==> config.mk <==
export PLATFORM = sky130hd
export DESIGN_NAME = dcp_arm_ctrl
export DESIGN_NICKNAME = d
export VERILOG_FILES = /design/src/verilog/dcp_pkg.sv /design/src/verilog/dcp_bus_arbiter.sv /design/src/verilog/dcp_len_decode.sv /design/src/verilog/dcp_arm_ctrl.sv
export SDC_FILE = /design/constraint.sdc
export NUM_CORES = 1
export LEC_CHECK = 0
export BUFFER_PORTS_ARGS = -buffer_cell sky130_fd_sc_hd__clkbuf_2
export CAP_MARGIN = 20
export CORE_UTILIZATION = 25
export DETAILED_ROUTE_END_ITERATION = 8
export GPL_ROUTABILITY_DRIVEN = 0
export SLEW_MARGIN = 20
export SYNTH_ARGS = -nofsm -noshare
export SYNTH_HDL_FRONTEND = slang
export SYNTH_SLANG_ARGS = --single-unit
==> constraint.sdc <==
create_clock -name mclk -period 3.16 [get_ports mclk]
set_clock_uncertainty 0.05 [all_clocks]
set_input_delay 0.474 -clock mclk [delete_from_list [all_inputs] [get_ports mclk]]
set_output_delay 0.474 -clock mclk [all_outputs]
set_load 0.01 [all_outputs]
==> src/verilog/dcp_pkg.sv <==
// Package: register map, field layout, codes and helpers for the arm/priority block
package dcp_pkg;
  // ----------------------------------------------------------------
  // Geometry
  // ----------------------------------------------------------------
  localparam int NCH = 5;
  localparam int ADR_W = 12;
  localparam int IDX_W = 10;
  localparam int DAT_W = 32;
  localparam int CFG_W = 9;

  // ----------------------------------------------------------------
  // Register indices (byte address = index * 4)
  // ----------------------------------------------------------------
  localparam logic [9:0] IDX_ARM = 10'h0D6;
  localparam logic [9:0] IDX_STAT = 10'h0D1;
  localparam logic [9:0] IDX_CFG0 = 10'h0E0;
  localparam logic [9:0] IDX_MASK = 10'h0E8;

  // ----------------------------------------------------------------
  // Field positions
  // ----------------------------------------------------------------
  localparam int ARM_ABORT_BIT = 7;
  localparam int CFG_PRIO_LSB = 0;
  localparam int CFG_M8_BIT = 2;
  localparam int CFG_IRQEN_BIT = 3;
  localparam int CFG_WORD_BIT = 4;
  localparam int CFG_VARIABLE_LENGTH_SELECT_LSB = 5;
  localparam int CFG_REP_BIT = 8;

  // ----------------------------------------------------------------
  // Reset values and codes
  // ----------------------------------------------------------------
  localparam logic [4:0] ARM_RST = 5'h00;
  localparam logic [4:0] FLAG_RST = 5'h00;
  localparam logic [4:0] MASK_RST = 5'h00;
  localparam logic [8:0] CFG_RST = 9'h000;
  localparam logic [1:0] PRIO_LOW = 2'h0;
  localparam logic [1:0] PRIO_NORMAL = 2'h1;
  localparam logic [1:0] PRIO_HIGH = 2'h2;
  localparam logic [1:0] PRIO_RSVD = 2'h3;
  localparam logic [2:0] VARIABLE_LENGTH_SELECT_FIXED_A = 3'h0;
  localparam logic [2:0] VARIABLE_LENGTH_SELECT_FIXED_B = 3'h7;

  typedef enum logic [1:0] {
    WB_IDLE = 2'b01,
    WB_ACK = 2'b10
  } dcp_wb_e;

  // One-hot channel decode; numbers above the last channel give zero
  function automatic logic [4:0] dcp_chan_bit(input logic [2:0] ch);
    logic [4:0] v;
    v = 5'h00;
    if (ch < 3'h5) begin
      v[ch] = 1'b1;
    end
    return v;
  endfunction : dcp_chan_bit
endpackage : dcp_pkg

==> src/verilog/dcp_bus_arbiter.sv <==
// CPU versus DMA memory access arbiter with per-channel priority code
`timescale 1ns/1ns
module dcp_bus_arbiter (
  input wire logic mclk,
  input wire logic rstSync,
  input wire logic ce,
  input wire logic cpuReq,
  input wire logic dmaReq,
  input wire logic [1:0] prio,
  output logic cpuGnt,
  output logic dmaGnt
);
  logic owed;
  logic next_owed;
  logic next_cpuGnt;
  logic next_dmaGnt;
  logic conflict;
  logic fairMode;

  // ----------------------------------------------------------------
  // Decision
  // ----------------------------------------------------------------
  assign conflict = cpuReq && dmaReq;
  // Reserved code treated as normal so a stray setting cannot starve anyone
  assign fairMode = (prio == dcp_pkg::PRIO_NORMAL) || (prio == dcp_pkg::PRIO_RSVD);

  always_comb begin
    next_owed = owed;
    next_cpuGnt = cpuReq && !dmaReq;
    next_dmaGnt = dmaReq && !cpuReq;
    if (conflict) begin
      if (prio == dcp_pkg::PRIO_LOW) begin
        next_cpuGnt = 1'b1;
      end else if (prio == dcp_pkg::PRIO_HIGH) begin
        next_dmaGnt = 1'b1;
      end else begin
        next_dmaGnt = owed;
        next_cpuGnt = !owed;
        next_owed = !owed;
      end
    end
  end

  always_ff @(posedge mclk or negedge rstSync) begin
    if (!rstSync) begin
      owed <= 1'b0;
      cpuGnt <= 1'b0;
      dmaGnt <= 1'b0;
    end else if (ce) begin
      owed <= next_owed;
      cpuGnt <= next_cpuGnt;
      dmaGnt <= next_dmaGnt;
    end
  end

  // ----------------------------------------------------------------
  // Checks
  // ----------------------------------------------------------------
  chk_low_cpu_first: assert property (@(posedge mclk) disable iff (!rstSync)
    ce && conflict && prio == dcp_pkg::PRIO_LOW |=> cpuGnt && !dmaGnt)
    else $error("low priority dma took the bus from the cpu");
  chk_normal_fair_share: assert property (@(posedge mclk) disable iff (!rstSync)
    (ce && conflict && fairMode) ##1 (cpuGnt && ce && conflict && fairMode) |=> dmaGnt && !cpuGnt)
    else $error("normal priority dma lost twice in a row");
  chk_high_dma_first: assert property (@(posedge mclk) disable iff (!rstSync)
    ce && conflict && prio == dcp_pkg::PRIO_HIGH |=> dmaGnt && !cpuGnt)
    else $error("high priority dma deferred to the cpu");
  chk_grant_needs_req: assert property (@(posedge mclk) disable iff (!rstSync)
    dmaGnt && $past(ce) |-> $past(dmaReq))
    else $error("dma grant without an armed request");
endmodule : dcp_bus_arbiter

==> src/verilog/dcp_len_decode.sv <==
// Variable transfer count taken from the first source byte
`timescale 1ns/1ns
module dcp_len_decode (
  input wire logic mclk,
  input wire logic rstSync,
  input wire logic ce,
  input wire logic firstValid,
  input wire logic [7:0] firstByte,
  input wire logic [2:0] variable_length_select,
  input wire logic m8,
  input wire logic wordWidth,
  output logic [7:0] xferCount,
  output logic countValid
);
  logic varLen;
  logic sevenBit;
  logic [7:0] next_xferCount;
  logic next_countValid;

  // ----------------------------------------------------------------
  // Decode
  // ----------------------------------------------------------------
  assign varLen = (variable_length_select != dcp_pkg::VARIABLE_LENGTH_SELECT_FIXED_A) && (variable_length_select != dcp_pkg::VARIABLE_LENGTH_SELECT_FIXED_B);
  assign sevenBit = m8 && !wordWidth;

  always_comb begin
    next_xferCount = xferCount;
    next_countValid = 1'b0;
    if (firstValid && varLen) begin
      next_countValid = 1'b1;
      next_xferCount = sevenBit ? {1'b0, firstByte[6:0]} : firstByte;
    end
  end

  always_ff @(posedge mclk or negedge rstSync) begin
    if (!rstSync) begin
      xferCount <= 8'h00;
      countValid <= 1'b0;
    end else if (ce) begin
      xferCount <= next_xferCount;
      countValid <= next_countValid;
    end
  end

  // ----------------------------------------------------------------
  // Checks
  // ----------------------------------------------------------------
  chk_seven_bit_count: assert property (@(posedge mclk) disable iff (!rstSync)
    ce && firstValid && varLen && m8 && !wordWidth |=> countValid && xferCount == {1'b0, $past(firstByte[6:0])})
    else $error("seven bit count not taken from low bits");
  chk_word_full_count: assert property (@(posedge mclk) disable iff (!rstSync)
    ce && firstValid && varLen && wordWidth |=> countValid && xferCount == $past(firstByte))
    else $error("word transfer count was truncated");
endmodule : dcp_len_decode

==> src/verilog/dcp_arm_ctrl.sv <==
// Channel arm, abort, per-channel config, done flags and arbitration top
//
// Added by the designer: the Wishbone interface to the registers.
`timescale 1ns/1ns
module dcp_arm_ctrl (
  input wire logic mclk,
  input wire logic rst_n,
  input wire logic ce,
  input wire logic wb_cyc_i,
  input wire logic wb_stb_i,
  input wire logic wb_we_i,
  input wire logic [11:0] wb_adr_i,
  input wire logic [3:0] wb_sel_i,
  input wire logic [31:0] wb_dat_i,
  output logic [31:0] wb_dat_o,
  output logic wb_ack_o,
  input wire logic cpuReq,
  input wire logic dmaReq,
  input wire logic [2:0] dmaChan,
  input wire logic cntDone,
  input wire logic [2:0] cntChan,
  input wire logic firstValid,
  input wire logic [2:0] firstChan,
  input wire logic [7:0] firstByte,
  output logic cpuGnt,
  output logic dmaGnt,
  output logic [4:0] chArmed,
  output logic [4:0] chAbort,
  output logic [7:0] xferCount,
  output logic countValid,
  output logic irq
);
  // ----------------------------------------------------------------
  // Reset release
  // ----------------------------------------------------------------
  logic rstMeta;
  logic rstSync;

  always_ff @(posedge mclk or negedge rst_n) begin
    if (!rst_n) begin
      rstMeta <= 1'b0;
      rstSync <= 1'b0;
    end else begin
      rstMeta <= 1'b1;
      rstSync <= rstMeta;
    end
  end

  // ----------------------------------------------------------------
  // State
  // ----------------------------------------------------------------
  dcp_pkg::dcp_wb_e state;
  dcp_pkg::dcp_wb_e next_state;
  logic [8:0] cfg [dcp_pkg::NCH];
  logic [8:0] next_cfg [dcp_pkg::NCH];
  logic [4:0] flags;
  logic [4:0] next_flags;
  logic [4:0] mask;
  logic [4:0] next_mask;
  logic [4:0] next_armed;
  logic [4:0] next_abort;
  logic [31:0] next_rdat;
  logic next_ack;
  logic next_irq;
  logic [4:0] irqEnVec;
  logic [4:0] next_irqEn;
  logic [4:0] doneVec;
  logic [9:0] adrIdx;
  logic acc;
  logic wrAcc;
  logic rdAcc;
  logic cfgHit;
  logic [2:0] cfgSel;
  logic dmaOk;
  logic [1:0] activePrio;
  logic [8:0] firstCfg;
  logic firstOk;

  // Armed test; channel numbers past the last one never match
  function automatic logic dcp_chan_armed(input logic [2:0] ch, input logic [4:0] arm);
    return |(dcp_pkg::dcp_chan_bit(ch) & arm);
  endfunction : dcp_chan_armed

  // ----------------------------------------------------------------
  // Decode
  // ----------------------------------------------------------------
  assign adrIdx = wb_adr_i[11:2];
  assign acc = (state == dcp_pkg::WB_IDLE) && wb_cyc_i && wb_stb_i;
  assign wrAcc = acc && wb_we_i && wb_sel_i[0];
  assign rdAcc = acc && !wb_we_i;
  assign cfgHit = (adrIdx >= dcp_pkg::IDX_CFG0) && (adrIdx < dcp_pkg::IDX_CFG0 + 10'h005);
  assign cfgSel = 3'(adrIdx - dcp_pkg::IDX_CFG0);
  // Done events on a disarmed channel are ignored
  assign doneVec = cntDone ? (dcp_pkg::dcp_chan_bit(cntChan) & chArmed) : 5'h00;
  assign dmaOk = dmaReq && dcp_chan_armed(dmaChan, chArmed);
  assign firstOk = firstValid && dcp_chan_armed(firstChan, chArmed);
  assign activePrio = (dmaChan < 3'h5) ? cfg[dmaChan][1:0] : dcp_pkg::PRIO_LOW;
  assign firstCfg = (firstChan < 3'h5) ? cfg[firstChan] : dcp_pkg::CFG_RST;

  always_comb begin
    for (int i = 0; i < dcp_pkg::NCH; i++) begin
      irqEnVec[i] = cfg[i][dcp_pkg::CFG_IRQEN_BIT];
    end
  end

  // ----------------------------------------------------------------
  // Register file and bus slave
  // ----------------------------------------------------------------
  always_comb begin
    next_state = state;
    next_ack = 1'b0;
    next_rdat = 32'h0000_0000;
    next_armed = chArmed;
    next_abort = 5'h00;
    next_flags = flags;
    next_mask = mask;
    next_cfg = cfg;
    for (int i = 0; i < dcp_pkg::NCH; i++) begin
      if (doneVec[i] && !cfg[i][dcp_pkg::CFG_REP_BIT]) begin
        next_armed[i] = 1'b0;
      end
    end
    case (state)
      dcp_pkg::WB_IDLE: begin
        if (acc) begin
          next_state = dcp_pkg::WB_ACK;
          next_ack = 1'b1;
          if (rdAcc) begin
            if (adrIdx == dcp_pkg::IDX_ARM) begin
              next_rdat = {27'h0, chArmed};
            end else if (adrIdx == dcp_pkg::IDX_STAT) begin
              next_rdat = {27'h0, flags};
              next_flags = 5'h00;
            end else if (adrIdx == dcp_pkg::IDX_MASK) begin
              next_rdat = {27'h0, mask};
            end else if (cfgHit) begin
              next_rdat = {23'h0, cfg[cfgSel]};
            end
          end
          if (wrAcc) begin
            if (adrIdx == dcp_pkg::IDX_ARM) begin
              if (wb_dat_i[dcp_pkg::ARM_ABORT_BIT]) begin
                next_armed = next_armed & ~wb_dat_i[4:0];
                next_abort = wb_dat_i[4:0];
              end else begin
                next_armed = wb_dat_i[4:0];
              end
            end else if (adrIdx == dcp_pkg::IDX_STAT) begin
              next_flags = next_flags & wb_dat_i[4:0];
            end else if (adrIdx == dcp_pkg::IDX_MASK) begin
              next_mask = wb_dat_i[4:0];
            end else if (cfgHit) begin
              next_cfg[cfgSel][7:0] = wb_dat_i[7:0];
              if (wb_sel_i[1]) begin
                next_cfg[cfgSel][8] = wb_dat_i[8];
              end
            end
          end
        end
      end
      dcp_pkg::WB_ACK: begin
        next_state = dcp_pkg::WB_IDLE;
      end
      default: begin
        next_state = dcp_pkg::WB_IDLE;
      end
    endcase
    // Set wins over a clear in the same cycle
    next_flags = next_flags | doneVec;
    for (int i = 0; i < dcp_pkg::NCH; i++) begin
      next_irqEn[i] = next_cfg[i][dcp_pkg::CFG_IRQEN_BIT];
    end
    next_irq = |(next_flags & next_mask & next_irqEn);
  end

  always_ff @(posedge mclk or negedge rstSync) begin
    if (!rstSync) begin
      state <= dcp_pkg::WB_IDLE;
      wb_ack_o <= 1'b0;
      wb_dat_o <= 32'h0000_0000;
      chArmed <= dcp_pkg::ARM_RST;
      chAbort <= 5'h00;
      flags <= dcp_pkg::FLAG_RST;
      mask <= dcp_pkg::MASK_RST;
      irq <= 1'b0;
      for (int i = 0; i < dcp_pkg::NCH; i++) begin
        cfg[i] <= dcp_pkg::CFG_RST;
      end
    end else if (ce) begin
      state <= next_state;
      wb_ack_o <= next_ack;
      wb_dat_o <= next_rdat;
      chArmed <= next_armed;
      chAbort <= next_abort;
      flags <= next_flags;
      mask <= next_mask;
      irq <= next_irq;
      cfg <= next_cfg;
    end
  end

  // ----------------------------------------------------------------
  // Arbiter and count decode
  // ----------------------------------------------------------------
  dcp_bus_arbiter u_arb (
    .mclk(mclk),
    .rstSync(rstSync),
    .ce(ce),
    .cpuReq(cpuReq),
    .dmaReq(dmaOk),
    .prio(activePrio),
    .cpuGnt(cpuGnt),
    .dmaGnt(dmaGnt)
  );

  dcp_len_decode u_len (
    .mclk(mclk),
    .rstSync(rstSync),
    .ce(ce),
    .firstValid(firstOk),
    .firstByte(firstByte),
    .variable_length_select(firstCfg[7:5]),
    .m8(firstCfg[dcp_pkg::CFG_M8_BIT]),
    .wordWidth(firstCfg[dcp_pkg::CFG_WORD_BIT]),
    .xferCount(xferCount),
    .countValid(countValid)
  );

  // ----------------------------------------------------------------
  // Checks
  // ----------------------------------------------------------------
  chk_irq_gate: assert property (@(posedge mclk) disable iff (!rstSync)
    irq == (|(flags & mask & irqEnVec)))
    else $error("interrupt level disagrees with enabled flags");
  chk_abort_disarm: assert property (@(posedge mclk) disable iff (!rstSync)
    ce && wrAcc && adrIdx == dcp_pkg::IDX_ARM && wb_dat_i[7]
    |=> (chArmed & $past(wb_dat_i[4:0])) == 5'h00 && chAbort == $past(wb_dat_i[4:0]))
    else $error("aborted channel still armed");
  chk_abort_reads_zero: assert property (@(posedge mclk) disable iff (!rstSync)
    $past(ce && rdAcc && adrIdx == dcp_pkg::IDX_ARM) |-> wb_ack_o && wb_dat_o[7:5] == 3'h0)
    else $error("abort bit read back as one");
  chk_auto_disarm: assert property (@(posedge mclk) disable iff (!rstSync)
    ce && |doneVec && !(wrAcc && adrIdx == dcp_pkg::IDX_ARM) && !cfg[cntChan][dcp_pkg::CFG_REP_BIT]
    |=> !chArmed[$past(cntChan)])
    else $error("non-repetitive channel stayed armed");
  chk_flag_set: assert property (@(posedge mclk) disable iff (!rstSync)
    ce && |doneVec |=> (flags & $past(doneVec)) == $past(doneVec))
    else $error("done flag not set on count reached");

  // ----------------------------------------------------------------
  // Bus, arm and flag checks
  // ----------------------------------------------------------------
  chk_ack_one_cycle: assert property (@(posedge mclk) disable iff (!rstSync)
    ce && wb_ack_o |=> !wb_ack_o)
    else $error("bus acknowledge held past one cycle");
  chk_ack_needs_request: assert property (@(posedge mclk) disable iff (!rstSync)
    ce && !acc |=> !wb_ack_o && wb_dat_o == 32'h0000_0000)
    else $error("bus acknowledge or data without a request");
  chk_grant_exclusive: assert property (@(posedge mclk) disable iff (!rstSync)
    !(cpuGnt && dmaGnt))
    else $error("cpu and dma granted together");
  chk_arm_write: assert property (@(posedge mclk) disable iff (!rstSync)
    ce && wrAcc && adrIdx == dcp_pkg::IDX_ARM && !wb_dat_i[dcp_pkg::ARM_ABORT_BIT]
    |=> chArmed == $past(wb_dat_i[4:0]))
    else $error("arm write did not land");
  chk_abort_keeps_rest: assert property (@(posedge mclk) disable iff (!rstSync)
    ce && wrAcc && adrIdx == dcp_pkg::IDX_ARM && wb_dat_i[dcp_pkg::ARM_ABORT_BIT] && doneVec == 5'h00
    |=> chArmed == ($past(chArmed) & ~$past(wb_dat_i[4:0])))
    else $error("abort touched unselected channels");
  chk_abort_strobe_only: assert property (@(posedge mclk) disable iff (!rstSync)
    ce && !(wrAcc && adrIdx == dcp_pkg::IDX_ARM && wb_dat_i[dcp_pkg::ARM_ABORT_BIT]) |=> chAbort == 5'h00)
    else $error("abort pulse without an abort write");
  chk_unarmed_no_grant: assert property (@(posedge mclk) disable iff (!rstSync)
    ce && !dcp_chan_armed(dmaChan, chArmed) |=> !dmaGnt)
    else $error("dma grant for a disarmed channel");
  chk_unarmed_no_count: assert property (@(posedge mclk) disable iff (!rstSync)
    ce && !dcp_chan_armed(firstChan, chArmed) |=> !countValid)
    else $error("count taken for a disarmed channel");
  chk_repeat_stays_armed: assert property (@(posedge mclk) disable iff (!rstSync)
    ce && |doneVec && !(wrAcc && adrIdx == dcp_pkg::IDX_ARM) && cfg[cntChan][dcp_pkg::CFG_REP_BIT]
    |=> chArmed[$past(cntChan)])
    else $error("repetitive channel disarmed itself");
  chk_flag_sticky: assert property (@(posedge mclk) disable iff (!rstSync)
    ce && !(acc && adrIdx == dcp_pkg::IDX_STAT) |=> (flags & $past(flags)) == $past(flags))
    else $error("done flag dropped without software");
  chk_stat_write_clear: assert property (@(posedge mclk) disable iff (!rstSync)
    ce && wrAcc && adrIdx == dcp_pkg::IDX_STAT |=> (flags & ~$past(wb_dat_i[4:0] | doneVec)) == 5'h00)
    else $error("done flag survived a zero write");
  chk_stat_read_clear: assert property (@(posedge mclk) disable iff (!rstSync)
    ce && rdAcc && adrIdx == dcp_pkg::IDX_STAT |=> flags == $past(doneVec))
    else $error("status read did not clear the flags");
  cov_count_taken: cover property (@(posedge mclk) disable iff (!rstSync) ce && countValid);
  cov_stat_clear: cover property (@(posedge mclk) disable iff (!rstSync) ce && wrAcc && adrIdx == dcp_pkg::IDX_STAT);
  cov_abort: cover property (@(posedge mclk) disable iff (!rstSync) |chAbort);
  cov_auto_disarm: cover property (@(posedge mclk) disable iff (!rstSync) ce && |doneVec ##1 chArmed == 5'h00);
  cov_irq_rise: cover property (@(posedge mclk) disable iff (!rstSync) $rose(irq));
endmodule : dcp_arm_ctrl

---- Word-level counts from Yosys, hierarchy flattened ----
Cells that the tools add are included.
operators by class
  add/subtract/negate cells ............... 1
  order comparisons ....................... 15
  eq/ne operators ......................... 7
  multiplexer cells ....................... 85
  bitwise logic cells ..................... 17
  reduce and logical (&&, ||, !) cells .... 42
operator list
  operator                                              count
  two-way mux 40 bit                                    7
  two-way mux 5 bit                                     30
  bitwise mux 45 bit                                    2
  two-way mux 9 bit                                     10
  binary-select mux 9 bit (select 3 bit)                3
  demux 9 bit (select 3 bit)                            2
  two-way mux 45 bit                                    1
  two-way mux 8 bit                                     5
  bitwise AND 5 bit                                     7
  equality test 10 x 8 -> 1 bit, second input constant  3
  logical AND 1 bit                                     23
  two-way mux 1 bit                                     17
  OR reduction 5 bit                                    3
  >= comparator 4 bit, second input constant            3
  < comparator 3 x 4 -> 1 bit, second input constant    3
  NOT 3 -> 4 bit                                        3
  >= comparator 10 x 8 -> 1 bit, second input constant  1
  zero test 1 bit                                       10
  < comparator 10 x 8 -> 1 bit, second input constant   1
  two-way mux 2 bit                                     5
  demux 1 bit (select 3 bit)                            3
  >= comparator 3 x 1 -> 1 bit, second input constant   3
  < comparator 3 bit, second input constant             3
  AND reduction 8 bit                                   1
  13 further kinds                                      18
storage, ports and cells
  flip-flop bits (word level) ............. 115
  input port bits ......................... 75
  output and inout bits ................... 55
  word-level logic and storage cells ...... 192

---- Depth between registers and ports, before layout ----
Gate-level depths: netlist of run 1.
  depth after elaboration ................. 18
  mapped depth ............................ 8
  mapped depth without buffers ............ 6

---- Cells and area by module ----
A second synthesis of run 1 with hierarchy kept.
unflattened totals
  cells, all modules ...................... 504
  area total of the unflattened synthesis .. 5,426.5 um2
modules (own cells, without submodules)
  module           times used  cells each  area each (um2)  sequential area each (um2)
  dcp_arm_ctrl     1           434         4,695.8          2,003.2
  dcp_len_decode   1           59          586.8            225.2
  dcp_bus_arbiter  1           11          143.9            75.1

---- Worst setup path before layout of run 1 ----
OpenSTA, ideal clock, no wires.
  kind .................................... in2reg
  start point ............................. input port wb_adr_i[10]
  end point ............................... register cfg[36] in the netlist's numbering
  library setup time ...................... 0.125 ns
  arrival ................................. 2.313 ns
  data required time ...................... 2.985 ns
  path slack .............................. 0.672 ns
  stages on the path ...................... 6
  path buffers ............................ 1
  path through ............................ nand4bb_1 -> a2111oi_4 -> nand4_4 -> or2_1 -> buf_6 -> mux2_4
between the ends
  cells in the longest elaborated chain, start to end .. 3
  elaborated cells between the ends (all ways) .. 10
  those cells by class .................... order compare: 2; eq/ne: 3; bitwise: 3; reduce/logical: 2
RTL lines
  element                                                      RTL line             RTL
  from (decl)                                                  dcp_arm_ctrl.sv:12   input wire logic [11:0] wb_adr_i,
  >= comparator 10 x 8 -> 1 bit, or another cell as far along  dcp_arm_ctrl.sv:91   assign cfgHit = (adrIdx >= dcp_pkg::IDX_CFG0) && (adrIdx < dcp_pkg::IDX_CFG0 + 10'h005);
  logical AND 1 bit / NOT 1 bit (equally long branches)        -
  AND reduction 8 bit (no source line) *                       -
  to (signal, indexed assignment)                              dcp_arm_ctrl.sv:187  cfg[i] <= dcp_pkg::CFG_RST;
  to (signal assigned)                                         dcp_arm_ctrl.sv:198  cfg <= next_cfg;
  to (decl)                                                    dcp_arm_ctrl.sv:54   logic [8:0] cfg [dcp_pkg::NCH];
Every way passes the cells marked *; elsewhere a longest branch is shown, timed or not.
A chain may end at the register's enable or synchronous reset.

---- Worst setup path in the final report of run 1 ----
  start point ............................. input port wb_adr_i[5]
  end point ............................... register irq
between the ends
  cells in the longest elaborated chain, start to end .. 16
  elaborated cells between the ends (all ways) .. 34
  those cells by class .................... order compare: 2; eq/ne: 3; mux: 23; bitwise: 4; reduce/logical: 2
RTL lines
  element                        RTL line                                  RTL
  equality test 10 x 8 -> 1 bit  dcp_arm_ctrl.sv:131, dcp_arm_ctrl.sv:148
  two-way mux 5 bit              dcp_arm_ctrl.sv:131                       end else if (adrIdx == dcp_pkg::IDX_STAT) begin
  two-way mux 5 bit              dcp_arm_ctrl.sv:129                       if (adrIdx == dcp_pkg::IDX_ARM) begin
  two-way mux 5 bit              dcp_arm_ctrl.sv:128                       if (rdAcc) begin
  two-way mux 5 bit              dcp_arm_ctrl.sv:125                       if (acc) begin
  two-way mux 5 bit              dcp_arm_ctrl.sv:123                       case (state)
  bitwise AND 5 bit              dcp_arm_ctrl.sv:149                       next_flags = next_flags & wb_dat_i[4:0];
  two-way mux 5 bit              dcp_arm_ctrl.sv:148                       end else if (adrIdx == dcp_pkg::IDX_STAT) begin
  two-way mux 5 bit              dcp_arm_ctrl.sv:141                       if (adrIdx == dcp_pkg::IDX_ARM) begin
  two-way mux 5 bit              dcp_arm_ctrl.sv:140                       if (wrAcc) begin
  two-way mux 5 bit              dcp_arm_ctrl.sv:125
  two-way mux 5 bit              dcp_arm_ctrl.sv:123
  bitwise OR 5 bit               dcp_arm_ctrl.sv:169                       next_flags = next_flags | doneVec;
  bitwise AND 5 bit              dcp_arm_ctrl.sv:173                       next_irq = |(next_flags & next_mask & next_irqEn);
  bitwise AND 5 bit *            dcp_arm_ctrl.sv:173
  OR reduction 5 bit *           dcp_arm_ctrl.sv:173
  to (signal assigned)           dcp_arm_ctrl.sv:197                       irq <= next_irq;
  to (decl)                      dcp_arm_ctrl.sv:31                        output logic irq
Every way passes the cells marked *; elsewhere a longest branch is shown, timed or not. The select of a mux whose other input is x is not followed.

==> summary.txt, run 1 <==
Status
  • Outcome: finished clean

Final layout
  • Multi-input gate area: 0.00256 mm2
  • Synth-to-layout area growth: 18.3%
  • Fillers: 2,149
  • Fin cells: 848
  • Share of layout cells above drive strength 1: 31.0%
  • Finished Core Util: 30.2%
  • Nets: 647
  • Register Area: 0.00231 mm2

STA
  • Final min period: 2.45 ns
  • Achievable Freq: 408 MHz
  • Min Hold Slack: 0.297 ns
  • Final number of setup-violating endpoints: 0
  • Final Max Slew Viols: 0
  • RSZ-0062 raised after global routing: false
  • Final setup TNS: 0 ns
  • Worst-Margin Slew: 0.800 ns
  • Fin crit share: 77.5%
  • Slew HR: 46.7%
  • Hold Fails Final Rpt: 0

Global route
  • Largest net degree at the start of global routing: 61
  • GRT Util Overall: 14.4%
  • Vias in the first global route: 4,015
  • GRT overflow: 0
  • Initial antenna violation count: 0
  • Global-route wire length before repair: 23,300 um

Clock network
  • Clock-pin slew of the registers on the worst-case setup and hold paths: 0.07 ns
  • TritonCTS buffer count: 9
  • Post-CTS Resized: 0
  • Clock buffer depth: 2
  • Root Driver: clkbuf_16
  • Clock Latency Late Sink: 0.35 ns
  • Num Clock Sinks: 92
  • CTS H-Tree Depth: 3
  • CTS tree: built

Logic synthesis
  • Ys flop type: dfrtp_1
  • Sequential-to-total area share from yosys stat: 44.5%
  • Share of the synthesized area in the top cell type: 44.0%
  • Yosys warnings: 0
  • Asr flop ratio synth: 100%
  • Netlist cell types: 68
  • Synthesized area per cell: 10.5 um2
  • Cell Area, Synth: 0.00517 mm2
  • Register bit total from synthesis: 92
  • Number of synthesized flops with an enable pin: 0
  • Synth top area cells: dfrtp_1 44%, mux2_2 9.6%, mux4_2 3.5%, buf_4 3.3%, o22ai_1 2.8%
  • Largest area contributor in the netlist: dfrtp_1
  • Commonest cells post-synth: 91 x dfrtp_1, 44 x mux2_2, 33 x nand2_1
  • Most common cell in the netlist: dfrtp_1
  • Post-synthesis cell count: 492

Detailed routing
  • Final wirelength: 14,700 um
  • Final ANT Viol Nets: 0
  • Met3 wire length: 899 um
  • First drt pass iteration count: 4
  • Max Used Layer: met4
  • DR WL/cell: 17.4 um
  • DR vias: 4,085
  • DR vias/cell: 4.82
  • Detailed-route DRC error count: 0
  • Met2 WL: 6820 um
  • M1 WL: 6730 um
  • DR iter-0 viols: 276

Setup path
  • Crit path cell chain: clkbuf_2 > or3b_1 > or4_1 > o311ai_0 > nand2_1 > a32oi_1 > a41oi_1
  • CP Class: in2reg
  • Critical Path End Type: flop
  • CP peak stage delay: 0.72 ns
  • Critical Path RT: 3.32 ns
  • Critical path arrival: 2.61 ns
  • Buffers & Inverters on Critical Path: 1
  • Slowest CP cell: or4_1
  • Setup crit start kind: input pin
  • R2r setup slk: 0.82 ns
  • Top delay family on crit path: simple AND/OR/NAND/NOR gates
  • CP max FO: 13

Power and ir drop
  • Sw power: 631 uW
  • Cell internal pwr: 1.85 mW
  • Part of the power in registers: 49.0%
  • PD cells: 406 mW/mm2
  • Leak: 2.81 nW
  • Clock share of power: 42.8%
  • Power Total: 2.49 mW
  • Power share of the combinational group: 8.3%
  • Sw Share: 25.4%
  • Peak supply drop: 255 uV

Floorplan
  • Initial Util: 25.6%
  • Die width: 146 um
  • Core ar.: 0.0202 mm2
  • Die Y: 146 um
  • Boundary pin count: 130
  • Num rows: 52
  • Die ar.: 0.0213 mm2

Min path
  • Hold Path Class: reg2reg

Run
  • Max Cap Viol: 0

Placed design
  • Dpl cells: 830
  • DP HPWL: 10,900 um
  • Number of buffers added on ports: 79
-- state kept, by name, indices dropped and copies added, names as in the netlist --
| register | cells |
|---|---|
| cfg | 45 |
| wb_dat_o | 9 |
| u_len.xferCount | 8 |
| chAbort | 5 |
| chArmed | 5 |
| flags | 5 |
| mask | 5 |
| state | 2 |
| irq | 1 |
| rstMeta | 1 |
| rstSync | 1 |
| u_arb.cpuGnt | 1 |
| u_arb.dmaGnt | 1 |
| u_arb.owed | 1 |
| u_len.countValid | 1 |
| wb_ack_o | 1 |
-- power by group through the flow --
| stage | clock network [mW] | registers [mW] | logic [mW] |
|---|---|---|---|
| 6_report | 1.06 | 1.22 | 0.205 |
| 5_1_grt | 1.14 | 1.22 | 0.224 |
| 4_1_cts | 1.08 | 1.22 | 0.206 |
| 3_5_place_dp | 0 | 1.24 | 0.205 |
| 3_3_place_gp | 0 | 1.24 | 0.203 |
| 2_1_floorplan | 0 | 1.24 | 0.129 |
-- cell families (layout without fill, tap and decap cells) --
kind of cell | after synthesis | in the layout | share of synthesized area, %
flip-flops | 92 | 92 | 44.5
multiplexers | 76 | 76 | 18.4
AO/OA/AOI/OAI | 123 | 123 | 15.8
AND/OR/NAND/NOR | 123 | 123 | 13.5
buffers and inverters | 75 | 138 | 7.47
XOR/XNOR | 1 | 1 | 0.169
other | 2 | 25 | 0.145
-- routing by layer --
metal	track usage, %	vias up
met5	0	-
met4	4.84	0
met3	4.01	19
met2	22.5	130
met1	19.2	2019
li1	-	1917
-- area by class of cell --
cell class                      count  area share [%]
Antenna cell                        1          0.0409
Tap cell                          270            5.52
Timing Repair Buffer               94            8.35
Inverter                           28            1.72
Multi-Input combinational cell    347            41.9
Clock inverter                      4           0.368
Clock buffer                       12            4.36
Sequential cell                    92            37.7
-- cell usage in the layout, fill, tap and decap left out, drive strengths merged, types with 9 or more instances in the layout --
master / count
a21oi: 23
buf: 14
clkbuf: 91
conb: 24
dfrtp: 91
inv: 28
mux2: 54
mux2i: 14
nand2: 33
nand3: 9
nor2: 25
nor2b: 10
o21ai: 29
o22ai: 23
-- worst paths after layout --
check | cells after the start | endpoint | start
max | 7 | irq | wb_adr_i[5]
min | 0 | rstSync | rstMeta
max reg2reg | 6 | cfg[17] | state[0]
min reg2reg | 0 | rstSync | rstMeta
max in group asynchronous | 1 | cfg[10] | rstSync
min in group asynchronous | 0 | u_len.xferCount[7] | rstSync
-- worst reg2reg max path: cells and delay by family, from the launching register on --
kind / cells / cell delay, ns
flops: 1 / 0.55
mux: 1 / 0.32
simple gates: 5 / 1.31
-- per-stage QoR --
step | instance area (um2) | setup WS, ns
after global routing | 6110 | 0.578
final | 6120 | 0.711
after global placement | 5820 | 0.394
after detailed placement | 5820 | 0.333
after CTS | 6110 | 0.717
after floorplan | 5260 | 0.359
-- timing repair --
action                                 CTS  global route
hold buffers                             1             0
setup buffers                            0             0
endpoints found under the hold margin    2             0
Power figures use the tool's default switching activity.
==> inputs of run 2 (changes only) <==
clock period = 2.5 ns   (was 3.16 ns; I/O delays follow)
==> run 2 against run 1 <==
Clock power grew 35%. Critical endpoint is now cfg[26]. Non-clock buffer count grew 19. Hold slack lost 0.088 ns. Sequential power grew 25%. Sequential cell count is the same. Design area grew 3.0%. Combinational power grew 42%. Setup slack lost 0.54 ns. Largest cell class unchanged.
==> summary.txt, run 2 (synthesis gave the netlist of run 1 again) <==
Status
  • Outcome: finished clean (unchanged)

Global route
  • Vias in the first global route: 4,057 (was 4,015)
  • Largest net degree at the start of global routing: 43 (was 61)
  • Met2 usage: 23.1% (was 22.5%)
  • Initial antenna violation count: 0 (unchanged)
  • Met3 Usage GRT: 3.70% (was 4.01%)
  • GRT Util Overall: 14.6% (was 14.4%)
  • GRT overflow: 0 (unchanged)
  • Busiest grt layer: met2 (unchanged)
  • Met1 Use GR: 19.2% (about the same)
  • Global-route wire length before repair: 23,700 um (was 23,300 um)

Floorplan
  • Die width: 146 um (unchanged)
  • Num rows: 52 (unchanged)
  • Core ar.: 0.0202 mm2 (unchanged)
  • Die Y: 146 um (unchanged)
  • Boundary pin count: 130 (unchanged)
  • Initial Util: 25.6% (unchanged)
  • Die ar.: 0.0213 mm2 (unchanged)

STA
  • Final setup TNS: 0 ns (unchanged)
  • Final number of setup-violating endpoints: 0 (unchanged)
  • Slew HR: 46.7% (about the same)
  • Hold Fails Final Rpt: 0 (unchanged)
  • Fin crit share: 93.0%
  • Final min period: 2.32 ns
  • Worst-Margin Slew: 0.798 ns (was 0.800 ns)
  • Achievable Freq: 430 MHz
  • Final Max Slew Viols: 0 (unchanged)
  • RSZ-0062 raised after global routing: false (unchanged)
  • Min Hold Slack: 0.209 ns (was 0.297 ns)

Clock network
  • Clock buffer depth: 2 (unchanged)
  • TritonCTS buffer count: 9 (unchanged)
  • Num Clock Sinks: 92 (unchanged)
  • Root Driver: clkbuf_16 (unchanged)
  • CTS H-Tree Depth: 3 (unchanged)
  • CTS tree: built (unchanged)
  • Clock Latency Late Sink: 0.35 ns (about the same)
  • Clock-pin slew of the registers on the worst-case setup and hold paths: 0.07 ns (about the same)
  • Setup Fix Bufs, Post-CTS: 0 (unchanged)

Power and ir drop
  • Part of the power in registers: 47.1% (was 49.0%)
  • Peak supply drop: 245 uV (was 255 uV)
  • Leak: 2.91 nW (was 2.81 nW)
  • Clock share of power: 44.0% (was 42.8%)
  • Sw power: 843 uW (was 631 uW)
  • PD cells: 516 mW/mm2 (was 406 mW/mm2)
  • Power share of the combinational group: 9.0% (was 8.3%)
  • Sw Share: 25.9% (was 25.4%)
  • Cell internal pwr: 2.41 mW (was 1.85 mW)

Setup path
  • CP max FO: 10 (was 13)
  • CP Class: reg2reg (was in2reg)
  • CP startpoint: state[0] (was wb_adr_i[5])
  • Critical Path RT: 2.68 ns (was 3.32 ns)
  • RR Startpoint: state[0] (unchanged)
  • Reg2reg end: cfg[26] (was cfg[17])
  • Critical path arrival: 2.51 ns (was 2.61 ns)
  • Worst Reg-to-Reg Cells: 7 (was 6)
  • R2r setup slk: 0.18 ns (was 0.82 ns)
  • Critical Path End Type: flop (unchanged)
  • Setup crit start kind: flop (was input pin)

Min path
  • Hold Path Cell Cnt: 2 (was 0)
  • Hold path start: firstByte[4] (was rstMeta)
  • Hold Path Class: in2reg (was reg2reg)
  • Hold EP: u_len.xferCount[4] (was rstSync)

Detailed routing
  • First drt pass iteration count: 5 (was 4)
  • DR vias/cell: 4.85 (was 4.82)
  • DR iter-0 viols: 309 (was 276)
  • DR WL/cell: 17.2 um (was 17.4 um)
  • Final wirelength: 14,900 um (was 14,700 um)
  • Detailed-route DRC error count: 0 (unchanged)
  • DR vias: 4,202 (was 4,085)
  • Final ANT Viol Nets: 0 (unchanged)

Final layout
  • Register Area: 0.00231 mm2 (unchanged)
  • Largest regs: cfg (45), wb_dat_o (9), u_len.xferCount (8) (unchanged)
  • Multi-input gate area: 0.00257 mm2 (was 0.00256 mm2)
  • Finished Core Util: 31.1% (was 30.2%)
  • Cell area after layout: 0.00630 mm2 (was 0.00612 mm2)
  • Largest register by flop count: cfg (unchanged)
  • Nets: 666 (was 647)
  • Max reg flops: 45 (unchanged)
  • Fillers: 2,099 (was 2,149)
  • Commonest non-fill, non-tap cell in the layout: dfrtp_1 (unchanged)
  • Share of layout cells above drive strength 1: 33.2% (was 31.0%)
  • Most frequent cells in the layout: 90 x dfrtp_1, 79 x clkbuf_2, 44 x mux2_2 (unchanged)
  • Synth-to-layout area growth: 21.8% (was 18.3%)
  • Antenna diodes: 0 (was 1)

Placed design
  • DP HPWL: 11,200 um (was 10,900 um)
  • Number of buffers added on ports: 79 (unchanged)
  • Placed cell area: 0.00598 mm2 (was 0.00582 mm2)

Run
  • Max Cap Viol: 0 (unchanged)
## run 2: cell count changes in the layout (fill, tap and decap cells not counted), moves of 2 or more
cell | previous run | this run
buf_12 | 0 | 2
clkinv_2 | 3 | 0
inv_6 | 0 | 4
clkbuf_8 | 3 | 0
buf_4 | 14 | 31
## run 2: how the worst max path moves through the flow
stage | endpoint | slack [ns] | cells past startpoint
2_1_floorplan | cfg[36] | 0.11 | 6
3_3_place_gp | irq | -0.08 | 8
3_5_place_dp | irq | -0.08 | 8
4_1_cts | cfg[26] | 0.12 | 7
5_1_grt | irq | 0.03 | 7
6_report | cfg[26] | 0.18 | 7
## run 2: metal layers
metal | vias to the layer above | wire length, um | share of wire (%)
li1 | 1966 | - | -
met1 | 2052 | 6650 | 45
met2 | 166 | 6970 | 47
met3 | 18 | 1040 | 7.0
met4 | 0 | 216 | 1.5
met5 | - | 0 | 0
## run 2: power by group through the flow
stage	clock, mW	sequential, mW	combinational, mW
after floorplan	0	1.57	0.163
after detailed placement	0	1.56	0.289
after CTS	1.47	1.53	0.290
after global placement	0	1.56	0.286
final	1.43	1.53	0.291
after global routing	1.53	1.53	0.320
## run 2: what timing repair did
action                                  4_1_cts  5_1_grt
endpoints found under the hold margin         2        0
endpoints found under the setup margin        0        2
resized for setup                             0        1
hold buffers                                  1        0
## run 2: worst max-delay path, stage by stage (launching register included)
cell and delay, ns:
dfstp_2 0.54, and4b_2 0.32, and3_1 0.25, nand4_4 0.16, buf_4 0.19, nor2_4 0.27, nand2_1 0.10, mux2_1 0.32
## run 2: per-stage QoR
step / power, mW / worst slack (ns) / cells
after detailed placement: 1.85 / -0.0810 / 849
after floorplan: 1.73 / 0.111 / 514
after global routing: 3.38 / 0.0349 / 866
final: 3.25 / 0.176 / 866
after CTS: 3.30 / 0.123 / 866
after global placement: 1.85 / -0.0803 / 849
## run 2: final cells by class
cell class / instances / share of cell area, %
Clock buffer: 10 / 3.63
Clock inverter: 6 / 1.21
Inverter: 28 / 1.67
Multi-Input combinational cell: 347 / 40.7
Sequential cell: 92 / 36.6
Tap cell: 270 / 5.36
Timing Repair Buffer: 113 / 10.8
==> inputs of run 3 (changes only) <==
SETUP_SLACK_MARGIN = 0.4   (was not set)
==> run 3 against run 2 <==
Routed wire length increased by 7.4%. Global-route usage increased by 0.99 points. Non-clock buffer count increased by 19. Die area unchanged. Hold slack got worse by 0.0083 ns. Clock power increased by 6%. Sequential power about the same. Largest power group unchanged.
==> summary.txt, run 3 (synthesis gave the netlist of run 1 again) <==
STA
  • Final number of setup-violating endpoints: 0 (unchanged)
  • Worst-Margin Slew: 0.555 ns (was 0.798 ns)
  • Final Max Slew Viols: 0 (unchanged)
  • Final min period: 2.12 ns (was 2.32 ns)
  • Hold Fails Final Rpt: 0 (unchanged)
  • Min Hold Slack: 0.200 ns (was 0.209 ns)
  • RSZ-0062 raised after global routing: true (was false)
  • Fin crit share: 84.7% (was 93.0%)
  • Post-route setup slack: 0.383 ns (was 0.176 ns)
  • Slew HR: 62.9% (was 46.7%)
  • Achievable Freq: 472 MHz (was 430 MHz)

Floorplan
  • Num rows: 52 (unchanged)
  • Die ar.: 0.0213 mm2 (unchanged)
  • Boundary pin count: 130 (unchanged)
  • Core ar.: 0.0202 mm2 (unchanged)
  • Die Y: 146 um (unchanged)
  • Initial Util: 25.6% (unchanged)
  • Die width: 146 um (unchanged)

Detailed routing
  • Detailed-route DRC error count: 0 (unchanged)
  • Final wirelength: 16,000 um (was 14,900 um)
  • DR vias: 4,339 (was 4,202)
  • First drt pass iteration count: 5 (unchanged)
  • DR iter-0 viols: 254 (was 309)
  • Final ANT Viol Nets: 0 (unchanged)
  • DR WL/cell: 18.0 um (was 17.2 um)
  • DR vias/cell: 4.90 (was 4.85)

Placed design
  • Pre-CTS setup slack: -0.0469 ns (was -0.0810 ns)
  • DP HPWL: 11,500 um (was 11,200 um)
  • Number of buffers added on ports: 79 (unchanged)

Setup path
  • Worst Reg-to-Reg Cells: 7 (unchanged)
  • Top delay family on crit path: simple AND/OR/NAND/NOR gates (unchanged)
  • R2r setup slk: 0.38 ns (was 0.18 ns)
  • CP peak stage delay: 0.54 ns (about the same)
  • Setup crit start kind: flop (unchanged)
  • Critical Path RT: 2.69 ns (was 2.68 ns)
  • Critical Path End Type: flop (unchanged)
  • Buffers & Inverters on Critical Path: 2 (was 1)
  • CP max FO: 4 (was 10)
  • CP Class: reg2reg (unchanged)
  • Slowest CP cell: dfstp_2 (unchanged)
  • Crit path cell chain: and4b_2 > and3_4 > nand4_4 > buf_12 > nor2_4 > buf_4 > mux2_4 (was and4b_2 > and3_1 > nand4_4 > buf_4 > nor2_4 > nand2_1 > mux2_1)
  • RR Startpoint: state[0] (unchanged)
  • Reg2reg end: cfg[18] (was cfg[26])
  • Critical path arrival: 2.31 ns (was 2.51 ns)

Clock network
  • Root Driver: clkbuf_16 (unchanged)
  • CTS H-Tree Depth: 3 (unchanged)
  • CTS tree: built (unchanged)
  • TritonCTS buffer count: 9 (unchanged)
  • Clock buffer depth: 2 (unchanged)
  • Clock Latency Late Sink: 0.36 ns (was 0.35 ns)
  • Num Clock Sinks: 92 (unchanged)
  • Clock-pin slew of the registers on the worst-case setup and hold paths: 0.07 ns (about the same)

Power and ir drop
  • Peak supply drop: 233 uV (was 245 uV)
  • PD cells: 491 mW/mm2 (was 516 mW/mm2)
  • Leak: 3.11 nW (was 2.91 nW)
  • Power Total: 3.35 mW (was 3.25 mW)

Global route
  • GRT Util Overall: 15.6% (was 14.6%)
  • Initial antenna violation count: 1 (was 0)
  • Global-route wire length before repair: 25,300 um (was 23,700 um)
  • Largest net degree at the start of global routing: 40 (was 43)
  • GRT overflow: 0 (unchanged)
  • Vias in the first global route: 4,230 (was 4,057)

Min path
  • Hold Path Cell Cnt: 2 (unchanged)
  • Hold path start: firstByte[1] (was firstByte[4])
  • Hold EP: u_len.xferCount[1] (was u_len.xferCount[4])
  • Hold Path Class: in2reg (unchanged)

Final layout
  • Fillers: 2,075 (was 2,099)
  • Most frequent cells in the layout: 90 x dfrtp_1, 77 x clkbuf_2, 45 x buf_4 (was 90 x dfrtp_1, 79 x clkbuf_2, 44 x mux2_2)
  • Synth-to-layout area growth: 31.8% (was 21.8%)
  • Commonest non-fill, non-tap cell in the layout: dfrtp_1 (unchanged)
  • Register Area: 0.00231 mm2 (unchanged)
  • Max reg flops: 45 (unchanged)
  • Antenna diodes: 0 (unchanged)
  • Finished Core Util: 33.7% (was 31.1%)
  • Largest regs: cfg (45), wb_dat_o (9), u_len.xferCount (8) (unchanged)
  • Largest register by flop count: cfg (unchanged)
  • Multi-input gate area: 0.00290 mm2 (was 0.00257 mm2)
  • Nets: 686 (was 666)
  • Share of layout cells above drive strength 1: 39.4% (was 33.2%)

Run
  • Max Cap Viol: 0 (unchanged)

Status
  • Outcome: finished clean (unchanged)
run 3: cell types whose count changed in the layout (fill, tap and decap cells not counted), sizes merged:
cell | previous run | this run
buf | 33 | 54
o311ai | 4 | 5
clkinvlp | 0 | 1
inv | 33 | 28
clkinv | 0 | 1
bufinv | 1 | 2
run 3: power by group:
group | internal [mW] | total (mW) | switching (mW)
clock network | 0.903 | 1.51 | 0.608
registers | 1.51 | 1.53 | 0.0233
logic | 0.109 | 0.307 | 0.198
run 3: repair_timing:
item | 4_1_cts | 5_1_grt
gates resized for setup | 9 | 23
pin swaps | 4 | 12
gates cloned | 0 | 1
setup endpoints to repair | 29 | 39
endpoints found under the hold margin | 2 | 0
buffers inserted | 4 | 11
hold buffers | 1 | 0
run 3: worst max-delay path by stage:
stage | startpoint | end | cells after the start
floorplan | wb_adr_i[3] | cfg[36] | 7
global placement | wb_we_i | irq | 7
detailed placement | wb_we_i | irq | 7
CTS | state[0] | cfg[27] | 7
global route | state[0] | irq | 7
finish | state[0] | cfg[18] | 7
run 3: layer usage:
layer	track usage (%)	routed length (um)	vias up
met5	0	16	-
met4	5.53	285	2
met3	3.04	816	20
met2	24.0	7640	134
met1	21.5	7210	2176
li1	-	-	2007
run 3: area by class of cell:
type / instances / share of cell area, %
Multi-Input combinational cell: 348 / 42.5
Timing Repair Buffer: 132 / 12.5
Inverter: 28 / 1.54
Clock inverter: 4 / 1.06
Sequential cell: 92 / 33.8
Tap cell: 270 / 4.95
Clock buffer: 12 / 3.61
run 3: per-stage QoR:
step | TNS (ns) | cells | area, um2
after floorplan | 0 | 514 | 5510
after global placement | -0.0479 | 853 | 6240
after detailed placement | -0.0948 | 853 | 6240
after CTS | 0 | 874 | 6640
after global routing | 0 | 886 | 6820
final | 0 | 886 | 6820
